==> src/pkg/rcfg_pkg.sv <==
/*
 * Shared constants for the remote configuration command handler.
 * Assumes a 40 MHz clock common to both ends of the command link.
 */
package rcfg_pkg;
   // ==========================================================
   // Frame types and addresses
   localparam logic [7:0]  FT_REMOTE_REQ   = 8'h17;
   localparam logic [7:0]  FT_LOCAL_RESP   = 8'h88;
   localparam logic [7:0]  FT_REMOTE_RESP  = 8'h97;
   localparam logic [15:0] SHORT_USE_LONG  = 16'hFFFE;
   localparam logic [15:0] OWN_SHORT_RESET = 16'h0000;
   localparam logic [63:0] OWN_LONG_ADDR   = 64'h0000_0000_0000_0001;
   // ==========================================================
   // Commands
   localparam logic [15:0] CMD_APPLY       = 16'h0001;
   localparam logic [15:0] CMD_SAVE        = 16'h0002;
   localparam logic [15:0] CMD_DEFAULTS    = 16'h0003;
   localparam logic [15:0] CMD_RESTART     = 16'h0004;
   localparam logic [15:0] CMD_COMPAT      = 16'h0005;
   localparam logic [15:0] CMD_SERIAL_RATE = 16'h0006;
   localparam logic [15:0] CMD_DISCOVERY   = 16'h0007;
   // ==========================================================
   // Options, status, register fields
   localparam int          OPT_APPLY_BIT   = 1;
   localparam int          COMPAT_TX_BIT   = 0;
   localparam int          COMPAT_ND_BIT   = 1;
   localparam logic [1:0]  COMPAT_RESET    = 2'h0;
   localparam logic [7:0]  RATE_RESET      = 8'h03;
   localparam logic [7:0]  ST_OK           = 8'h00;
   localparam logic [7:0]  ST_ERROR        = 8'h01;
   localparam logic [7:0]  ST_BAD_CMD      = 8'h02;
   // ==========================================================
   // Payload limits in bytes
   localparam logic [7:0]  PAYLOAD_BEST    = 8'd116;
   localparam logic [7:0]  PAYLOAD_LEG_ENC = 8'd95;
   localparam logic [7:0]  PAYLOAD_LEG_CLR = 8'd100;
   localparam logic [7:0]  HDR_COST        = 8'd4;
   localparam logic [7:0]  LONG_SRC_COST   = 8'd6;
   localparam logic [7:0]  LONG_DST_COST   = 8'd6;
   localparam logic [7:0]  ENC_COST        = 8'd12;
   // ==========================================================
   // Timing
   localparam int          CLK_HZ          = 40_000_000;
   localparam int          RESTART_MS      = 100;
   localparam int          DISCOVERY_MS    = 2500;
   localparam int          RESTART_CYCLES  = CLK_HZ / 1000 * RESTART_MS;
   localparam int          DISC_CYCLES     = CLK_HZ / 1000 * DISCOVERY_MS;
endpackage : rcfg_pkg

==> src/pkg/rcfg_if.sv <==
/*
 * Link between the host controller and the radio command handler.
 * Assumes both ends share one clock; frames are one-cycle strobes.
 */
`timescale 1ns/1ps
interface rcfg_if;
   // Host to device request
   logic        req_valid;
   logic [7:0]  req_type;
   logic [7:0]  req_frame_id;
   logic [63:0] req_long;
   logic [15:0] req_short;
   logic [7:0]  req_options;
   logic [15:0] req_cmd;
   logic [7:0]  req_param;
   logic        req_has_param;
   // Over-the-air remote response arriving at the device
   logic        air_valid;
   logic [7:0]  air_frame_id;
   logic [7:0]  air_status;
   logic [7:0]  air_value;
   logic        air_disc_hit;
   // Device to host response frame
   logic        resp_valid;
   logic [7:0]  resp_type;
   logic [7:0]  resp_frame_id;
   logic [7:0]  resp_status;
   logic [7:0]  resp_value;
   logic        busy;
   modport device (input req_valid, req_type, req_frame_id, req_long, req_short,
                   req_options, req_cmd, req_param, req_has_param, air_valid,
                   air_frame_id, air_status, air_value, air_disc_hit,
                   output resp_valid, resp_type, resp_frame_id, resp_status,
                   resp_value, busy);
   modport host (output req_valid, req_type, req_frame_id, req_long, req_short,
                 req_options, req_cmd, req_param, req_has_param,
                 input resp_valid, resp_type, resp_frame_id, resp_status,
                 resp_value, busy);
endinterface : rcfg_if

==> src/design/rcfg_device.sv <==
/*
 * Device end: interprets configuration command frames, keeps pending,
 * active and nonvolatile parameter sets, runs restart and discovery timers.
 * Assumes the host honours the busy level and the request format.
 */
// Operation
// - Host uses FFFE short for long targeting.
// - Non-FFFE short routes by short only.
// - Host builds type 17 remote request.
// - Changes stay pending until applied.
// - Apply bit, apply command, or save+restart; save copies active, so restart drops pending.
// - Respond only for nonzero frame id; discovery results go out for id 0 too.
// - Air response becomes serial response frame.
// - Save copies active; reset loads nonvolatile.
// - Host waits for save acknowledgement.
// - Defaults command restores factory values.
// - Restart answers OK, resets 100 ms later.
// - Bit0 clear: computed payload, parallel messages.
// - Bit0 set: 95/100 payload, one message.
// - Bit1 clear: directed discovery ends on hit.
// - Bit1 set: discovery runs full timeout.
// - Compat field two bits, default zero.
// - Set bit0 for legacy broadcast streaming.
// - Bit1 set, no hits: send OK 88.
`timescale 1ns/1ps
module rcfg_device
   import rcfg_pkg::*;
#(
   parameter int RESTART_COUNT = RESTART_CYCLES,
   parameter int DISC_COUNT    = DISC_CYCLES
)(
   // Clock and reset
   input  wire logic  clock,
   input  wire logic  rst_n,
   // Command link
   rcfg_if.device     link,
   // Radio side settings
   input  wire logic  header_mode,
   input  wire logic  encryption_enable,
   input  wire logic  long_source,
   input  wire logic  long_dest,
   output logic [7:0] serial_rate,
   output logic [1:0] legacy_compat_config,
   output logic [7:0] max_payload,
   output logic       single_active_msg,
   output logic       restart_pulse
);
   typedef enum {IDLE, DISC, RESTART} state_t;
   state_t      state_reg;
   logic [31:0] timer_reg;
   logic        hit_reg;
   logic [7:0]  disc_id_reg;
   logic [7:0]  pend_rate_reg, nv_rate_reg;
   logic [1:0]  pend_compat_reg, nv_compat_reg;
   logic        addressed, is_req;
   // ==========================================================
   // Addressing
   // long-address routing for FFFE short, short-only routing otherwise
   assign addressed = (link.req_short == SHORT_USE_LONG) ? (link.req_long == OWN_LONG_ADDR)
                                                          : (link.req_short == OWN_SHORT_RESET);
   assign is_req = link.req_valid && link.req_type == FT_REMOTE_REQ && addressed
                   && state_reg == IDLE;
   // ==========================================================
   // Parameter sets
   always_ff @(posedge clock)
   begin
      if (!rst_n)
      begin
         nv_rate_reg   <= RATE_RESET;
         nv_compat_reg <= COMPAT_RESET;
      end
      else if (is_req && link.req_cmd == CMD_SAVE)
      begin
         nv_rate_reg   <= serial_rate;
         nv_compat_reg <= legacy_compat_config;
      end
   end
   always_ff @(posedge clock)
   begin
      if (!rst_n || restart_pulse)
      begin
         pend_rate_reg        <= nv_rate_reg;
         pend_compat_reg      <= nv_compat_reg;
         serial_rate          <= nv_rate_reg;
         legacy_compat_config <= nv_compat_reg;
      end
      else if (is_req)
      begin
         if (link.req_cmd == CMD_SERIAL_RATE && link.req_has_param)
            pend_rate_reg <= link.req_param;
         if (link.req_cmd == CMD_COMPAT && link.req_has_param)
            pend_compat_reg <= link.req_param[1:0];
         if (link.req_cmd == CMD_DEFAULTS)
         begin
            pend_rate_reg   <= RATE_RESET;
            pend_compat_reg <= COMPAT_RESET;
         end
         if (link.req_cmd == CMD_APPLY || link.req_options[OPT_APPLY_BIT])
         begin
            // An applied defaults request must land the defaults, not the old pending set.
            if (link.req_cmd == CMD_DEFAULTS)
            begin
               serial_rate          <= RATE_RESET;
               legacy_compat_config <= COMPAT_RESET;
            end
            else
            begin
               serial_rate          <= (link.req_cmd == CMD_SERIAL_RATE && link.req_has_param)
                                       ? link.req_param : pend_rate_reg;
               legacy_compat_config <= (link.req_cmd == CMD_COMPAT && link.req_has_param)
                                       ? link.req_param[1:0] : pend_compat_reg;
            end
         end
      end
   end
   // ==========================================================
   // Sequencing of restart and discovery
   always_ff @(posedge clock)
   begin
      if (!rst_n)
      begin
         state_reg     <= IDLE;
         timer_reg     <= '0;
         hit_reg       <= 1'b0;
         disc_id_reg   <= 8'h00;
         restart_pulse <= 1'b0;
      end
      else
      begin
         restart_pulse <= 1'b0;
         case (state_reg)
            IDLE:
            begin
               timer_reg <= '0;
               hit_reg   <= 1'b0;
               if (is_req && link.req_cmd == CMD_RESTART)
                  state_reg <= RESTART;
               else if (is_req && link.req_cmd == CMD_DISCOVERY)
               begin
                  state_reg   <= DISC;
                  disc_id_reg <= link.req_frame_id;
               end
            end
            RESTART:
            begin
               timer_reg <= timer_reg + 32'd1;
               if (timer_reg == 32'(RESTART_COUNT - 1))
               begin
                  restart_pulse <= 1'b1;
                  state_reg     <= IDLE;
               end
            end
            DISC:
            begin
               timer_reg <= timer_reg + 32'd1;
               if (link.air_valid && link.air_disc_hit)
                  hit_reg <= 1'b1;
               if (!legacy_compat_config[COMPAT_ND_BIT] && link.air_valid && link.air_disc_hit)
                  state_reg <= IDLE;
               else if (timer_reg == 32'(DISC_COUNT - 1))
                  state_reg <= IDLE;
            end
            default: state_reg <= IDLE;
         endcase
      end
   end
   // ==========================================================
   // Response frames
   always_ff @(posedge clock)
   begin
      if (!rst_n)
      begin
         link.resp_valid    <= 1'b0;
         link.resp_type     <= 8'h00;
         link.resp_frame_id <= 8'h00;
         link.resp_status   <= 8'h00;
         link.resp_value    <= 8'h00;
      end
      else
      begin
         link.resp_valid <= 1'b0;
         if (link.air_valid && !(state_reg == DISC && link.air_disc_hit))
         begin
            link.resp_valid    <= 1'b1;
            link.resp_type     <= FT_REMOTE_RESP;
            link.resp_frame_id <= link.air_frame_id;
            link.resp_status   <= link.air_status;
            link.resp_value    <= link.air_value;
         end
         else if (is_req && link.req_frame_id != 8'h00)
         begin
            link.resp_valid    <= 1'b1;
            link.resp_type     <= FT_REMOTE_RESP;
            link.resp_frame_id <= link.req_frame_id;
            link.resp_status   <= (link.req_cmd >= CMD_APPLY && link.req_cmd <= CMD_DISCOVERY)
                                  ? ST_OK : ST_BAD_CMD;
            link.resp_value    <= (link.req_cmd == CMD_COMPAT) ? {6'h00, pend_compat_reg}
                                                               : pend_rate_reg;
         end
         else if (state_reg == DISC && link.air_valid && link.air_disc_hit)
         begin
            link.resp_valid    <= 1'b1;
            link.resp_type     <= FT_LOCAL_RESP;
            link.resp_frame_id <= disc_id_reg;
            link.resp_status   <= ST_OK;
            link.resp_value    <= link.air_value;
         end
         else if (state_reg == DISC && timer_reg == 32'(DISC_COUNT - 1)
                  && !(legacy_compat_config[COMPAT_ND_BIT] && hit_reg))
         begin
            link.resp_valid    <= 1'b1;
            link.resp_type     <= FT_LOCAL_RESP;
            link.resp_frame_id <= disc_id_reg;
            link.resp_status   <= legacy_compat_config[COMPAT_ND_BIT] ? ST_OK : ST_ERROR;
            link.resp_value    <= 8'h00;
         end
      end
   end
   always_ff @(posedge clock)
   begin
      if (!rst_n)
         link.busy <= 1'b0;
      else
         link.busy <= (state_reg != IDLE) || is_req;
   end
   // ==========================================================
   // Transmit limits
   always_ff @(posedge clock)
   begin
      if (!rst_n)
      begin
         max_payload       <= PAYLOAD_BEST;
         single_active_msg <= 1'b0;
      end
      else if (legacy_compat_config[COMPAT_TX_BIT])
      begin
         max_payload       <= encryption_enable ? PAYLOAD_LEG_ENC : PAYLOAD_LEG_CLR;
         single_active_msg <= 1'b1;
      end
      else
      begin
         max_payload       <= PAYLOAD_BEST - (header_mode ? 8'd0 : HDR_COST)
                              - (long_source ? LONG_SRC_COST : 8'd0)
                              - (long_dest ? LONG_DST_COST : 8'd0)
                              - (encryption_enable ? ENC_COST : 8'd0);
         single_active_msg <= 1'b0;
      end
   end
endmodule : rcfg_device

==> src/flat_wrapper.sv <==
// flat-port wrapper written by rule: the top's interface ports become plain ports
module rcfg_device_flat import rcfg_pkg::*;
#(
   parameter int RESTART_COUNT = RESTART_CYCLES,
   parameter int DISC_COUNT    = DISC_CYCLES
)
  (clock, rst_n, header_mode, encryption_enable, long_source, long_dest, serial_rate, legacy_compat_config, max_payload, single_active_msg, restart_pulse, link_req_valid, link_req_type, link_req_frame_id, link_req_long, link_req_short, link_req_options, link_req_cmd, link_req_param, link_req_has_param, link_air_valid, link_air_frame_id, link_air_status, link_air_value, link_air_disc_hit, link_resp_valid, link_resp_type, link_resp_frame_id, link_resp_status, link_resp_value, link_busy);
  rcfg_if link_i ();
  input  wire logic clock;
  input  wire logic rst_n;
  input  wire logic header_mode;
  input  wire logic encryption_enable;
  input  wire logic long_source;
  input  wire logic long_dest;
  output logic [7:0] serial_rate;
  output logic [1:0] legacy_compat_config;
  output logic [7:0] max_payload;
  output logic single_active_msg;
  output logic restart_pulse;
  input wire logic [$bits(link_i.req_valid)-1:0] link_req_valid;
  input wire logic [$bits(link_i.req_type)-1:0] link_req_type;
  input wire logic [$bits(link_i.req_frame_id)-1:0] link_req_frame_id;
  input wire logic [$bits(link_i.req_long)-1:0] link_req_long;
  input wire logic [$bits(link_i.req_short)-1:0] link_req_short;
  input wire logic [$bits(link_i.req_options)-1:0] link_req_options;
  input wire logic [$bits(link_i.req_cmd)-1:0] link_req_cmd;
  input wire logic [$bits(link_i.req_param)-1:0] link_req_param;
  input wire logic [$bits(link_i.req_has_param)-1:0] link_req_has_param;
  input wire logic [$bits(link_i.air_valid)-1:0] link_air_valid;
  input wire logic [$bits(link_i.air_frame_id)-1:0] link_air_frame_id;
  input wire logic [$bits(link_i.air_status)-1:0] link_air_status;
  input wire logic [$bits(link_i.air_value)-1:0] link_air_value;
  input wire logic [$bits(link_i.air_disc_hit)-1:0] link_air_disc_hit;
  output wire logic [$bits(link_i.resp_valid)-1:0] link_resp_valid;
  output wire logic [$bits(link_i.resp_type)-1:0] link_resp_type;
  output wire logic [$bits(link_i.resp_frame_id)-1:0] link_resp_frame_id;
  output wire logic [$bits(link_i.resp_status)-1:0] link_resp_status;
  output wire logic [$bits(link_i.resp_value)-1:0] link_resp_value;
  output wire logic [$bits(link_i.busy)-1:0] link_busy;
  assign link_i.req_valid = link_req_valid;
  assign link_i.req_type = link_req_type;
  assign link_i.req_frame_id = link_req_frame_id;
  assign link_i.req_long = link_req_long;
  assign link_i.req_short = link_req_short;
  assign link_i.req_options = link_req_options;
  assign link_i.req_cmd = link_req_cmd;
  assign link_i.req_param = link_req_param;
  assign link_i.req_has_param = link_req_has_param;
  assign link_i.air_valid = link_air_valid;
  assign link_i.air_frame_id = link_air_frame_id;
  assign link_i.air_status = link_air_status;
  assign link_i.air_value = link_air_value;
  assign link_i.air_disc_hit = link_air_disc_hit;
  assign link_resp_valid = link_i.resp_valid;
  assign link_resp_type = link_i.resp_type;
  assign link_resp_frame_id = link_i.resp_frame_id;
  assign link_resp_status = link_i.resp_status;
  assign link_resp_value = link_i.resp_value;
  assign link_busy = link_i.busy;
  rcfg_device #(.RESTART_COUNT(RESTART_COUNT), .DISC_COUNT(DISC_COUNT)) u_core (.clock(clock), .rst_n(rst_n), .link(link_i), .header_mode(header_mode), .encryption_enable(encryption_enable), .long_source(long_source), .long_dest(long_dest), .serial_rate(serial_rate), .legacy_compat_config(legacy_compat_config), .max_payload(max_payload), .single_active_msg(single_active_msg), .restart_pulse(restart_pulse));
endmodule
==> config.mk <==
export PLATFORM = sky130hd
export DESIGN_NAME = rcfg_device_flat
export DESIGN_NICKNAME = d
export VERILOG_FILES = /design/src/pkg/rcfg_pkg.sv /design/src/pkg/rcfg_if.sv /design/src/design/rcfg_device.sv /design/src/flat_wrapper.sv
export SDC_FILE = /design/constraint.sdc
export NUM_CORES = 1
export LEC_CHECK = 0
export ABC_AREA = 1
export BUFFER_PORTS_ARGS = -buffer_cell sky130_fd_sc_hd__buf_2
export CORE_MARGIN = 2
export CORE_UTILIZATION = 27
export DETAILED_ROUTE_END_ITERATION = 16
export PLACE_DENSITY = 0.49
export SKIP_LAST_GASP = 1
export SLEW_MARGIN = 20
export SYNTH_ARGS = -nofsm -noshare
export SYNTH_HDL_FRONTEND = slang
export SYNTH_SLANG_ARGS = --single-unit
==> constraint.sdc <==
create_clock -name clock -period 8.7 [get_ports clock]
set_clock_uncertainty 0.1 [all_clocks]
set_input_delay 1.74 -clock clock [delete_from_list [all_inputs] [get_ports clock]]
set_output_delay 1.74 -clock clock [all_outputs]
set_load 0.02 [all_outputs]
==> results by group <==
Global routing
  • Tot GR Track Use: 15.4%
  • Initial antenna violation count: 1
  • First-pass GRT wire length: 29.6 mm
  • Total gr overflow: 0
  • Vias in the first global route: 5,876
  • Largest net degree at the start of global routing: 32

Hold path
  • Hold endpoint: u_core.link.resp_type[7]
  • Hold Crit Depth: 2
  • Hold Startpoint: u_core.link.resp_type[7]
  • Hold Crit Class: flip-flop to flip-flop

Logic synthesis
  • Synth Register Bits: 110
  • Synthesized area per cell: 6.84 µm²
  • Ys Warns: 0
  • Post-synth top area share: 29.0%
  • Cells after synthesis: 908
  • Yosys cell types: 53
  • Dominant cell type by area after synthesis: dfxtp_1
  • Post-synth ARST share: 0%
  • Synth area leaders: dfxtp_1 29%, nand2_1 12%, nor2_1 10%
  • Fraction of the yosys area taken by sequential cells: 38.7%
  • Number of flops mapped to enable cells by yosys: 20
  • Synth Cell Area: 0.00621 mm²
  • Primary FF master, synth: dfxtp_1

Timing
  • Period utilization: 47.5%
  • Min Clock Period, post-route: 4.13 ns
  • Slew Viols, Final: 0
  • Final setup viols: 0
  • Final hold vios: 0
  • Setup total negative slack: 0 ns
  • Slew margin rel.: 26.1%
  • Fmax: 242 MHz
  • Unrepaired setup endpoints after global routing: no
  • Worst Max-Slew Pin Slew: 1.10 ns

Critical path
  • Crit end category: flip-flop
  • CP Class: input port to flip-flop
  • Worst Path Arrival: 4.15 ns
  • Reg2Reg Setup Slack: 5.99 ns
  • Crit start category: input port
  • Reg2reg start: u_core.state_reg[0]
  • CP required: 8.72 ns
  • CP startpoint: rst_n
  • Max FO, Critical Path: 31
  • Worst-case reg-to-reg path depth: 5
  • RR Endpoint: u_core.timer_reg[11]

Floorplanning
  • Die area: 0.0242 mm²
  • Die extent in y: 156 µm
  • Die X: 156 µm
  • CORE AREA: 0.0226 mm²
  • Core Rows: 55
  • Starting Density: 27.5%
  • IO Pins: 216

Place
  • Post-DP HPWL: 14.9 mm
  • Port Buffer Count: 204
  • Gpl congestion: 0.813

Finish
  • Layout area overhead: 25.1%
  • Fill cells: 2,479
  • Seq. cell area: 0.00240 mm²
  • Max FFs per register: 32
  • Nets: 1,277
  • Area occupied by multi-input gates: 0.00328 mm²
  • Fraction of layout cells with a size suffix above 1: 22.9%

Power
  • Total chip power: 1.12 mW
  • Pwr Density: 144 mW/mm²
  • Worst VDD drop: 76.4 µV
  • Lkg Pwr: 3.43 nW

CTS
  • Clock Tree Buf Depth: 2
  • CTS tree: yes
  • CTS Hold Bufs: 0
  • Clock sink total: 110
  • CTS Buf Count: 9
  • Post-CTS setup repair buffer count: 0
  • Root Driver: clkbuf_16
  • Post-cts sizing count: 0
  • H-Tree Depth: 3
  • Reg clk slew, reported paths: 0.07 ns
  • Worst skew pair latency: 0.36 ns

Routing
  • Detailed-router iteration count before antenna repair: 5
  • Final antenna-violating net count: 0
  • Via-per-instance ratio: 4.63
  • Iter 0 DRT Violations: 399
  • Wire per inst: 13.6 µm
  • Final WL: 19.0 mm
  • DRC: 0
  • Detailed-route via count: 6,454

Job
  • Max Cap Violations: 0

Status
  • Status: finished, final reports clean
-- how the worst max path moves through the flow --
| stage | slack, ns | cells after the start | endpoint |
|---|---|---|---|
| final | 4.57 | 5 | u_core.serial_rate[5] |
| after global routing | 4.33 | 5 | u_core.serial_rate[5] |
| after CTS | 4.52 | 5 | u_core.serial_rate[5] |
| after detailed placement | 4.17 | 5 | u_core.serial_rate[5] |
| after global placement | 4.17 | 5 | u_core.serial_rate[5] |
| after floorplan | 4.67 | 8 | u_core.max_payload[4] |
-- cells in the mapped netlist (10+ instances only) --
library cell / count
nor2_1: 173
nand3_1: 54
inv_1: 93
dfxtp_1: 90
o21ai_1: 15
a21oi_1: 57
nor3_1: 21
nand4_1: 32
edfxtp_1: 20
nand2_1: 195
o21ai_0: 53
inv_2: 10
-- layer usage --
| metal | vias up | global-route usage (%) | part of all wire, % |
|---|---|---|---|
| li1 | 3374 | - | - |
| met1 | 2880 | 21.0 | 49 |
| met2 | 188 | 24.6 | 44 |
| met3 | 12 | 3.47 | 6.4 |
| met4 | 0 | 3.93 | 1.1 |
| met5 | - | 0 | 0 |
-- kinds of logic after synthesis --
| kind of cell | count (synthesis) | share of synthesized area, % |
|---|---|---|
| other | 2 | 0.121 |
| buffers and inverters | 127 | 8.53 |
| adder cells (fa/ha/maj) | 12 | 2.90 |
| AND/OR/NAND/NOR | 509 | 36.7 |
| XOR/XNOR | 3 | 0.423 |
| flip-flops | 110 | 38.7 |
| AO/OA/AOI/OAI | 145 | 12.6 |
-- through the flow --
| stage | setup slack (ns) | std cells | utilization, % | hold WS, ns | instance area (µm²) |
|---|---|---|---|---|---|
| finish | 4.57 | 1394 | 34.4 | 0.342 | 7760 |
| global route | 4.33 | 1394 | 34.4 | 0.363 | 7760 |
| detailed placement | 4.17 | 1377 | 33.1 | 0.332 | 7460 |
| floorplan | 4.67 | 910 | - | 0.323 | 6210 |
| CTS | 4.52 | 1393 | 34.4 | 0.346 | 7760 |
| global placement | 4.17 | 1377 | 33.1 | 0.330 | 7460 |
-- cells in the final DEF, fill, tap and decap left out, drive strengths merged, types with 7 or more instances in the layout --
cell / netlist / layout
buf: 14 / 206
o21ai: 68 / 68
a21oi: 59 / 59
clkbuf: 10 / 10
inv: 103 / 106
nand4: 34 / 34
ha: 8 / 8
nand2: 198 / 198
nor4: 7 / 7
edfxtp: 20 / 20
nor3: 26 / 26
nand3: 60 / 60
nor2: 176 / 176
dfxtp: 90 / 90
-- area by class of cell --
class	instances	share of cell area [%]
diodes	1	0.0322
multi-input cells	673	42.3
clock buffers	10	2.95
flip-flops and latches	110	30.9
inverters	103	4.98
clock inverters	6	0.886
repair buffers	206	13.3
well taps	285	4.59
-- report_power, final --
part,internal (mW),switching (mW)
combinational,0.0604,0.0928
clock,0.227,0.198
sequential,0.534,0.00754
total,0.821,0.298
-- critical path, stage by stage --
cell	delay, ns
buf_2	0.54
inv_1	0.59
nor2_1	0.44
o21ai_0	0.49
buf_4	0.34
Power figures use the tool's default switching activity.
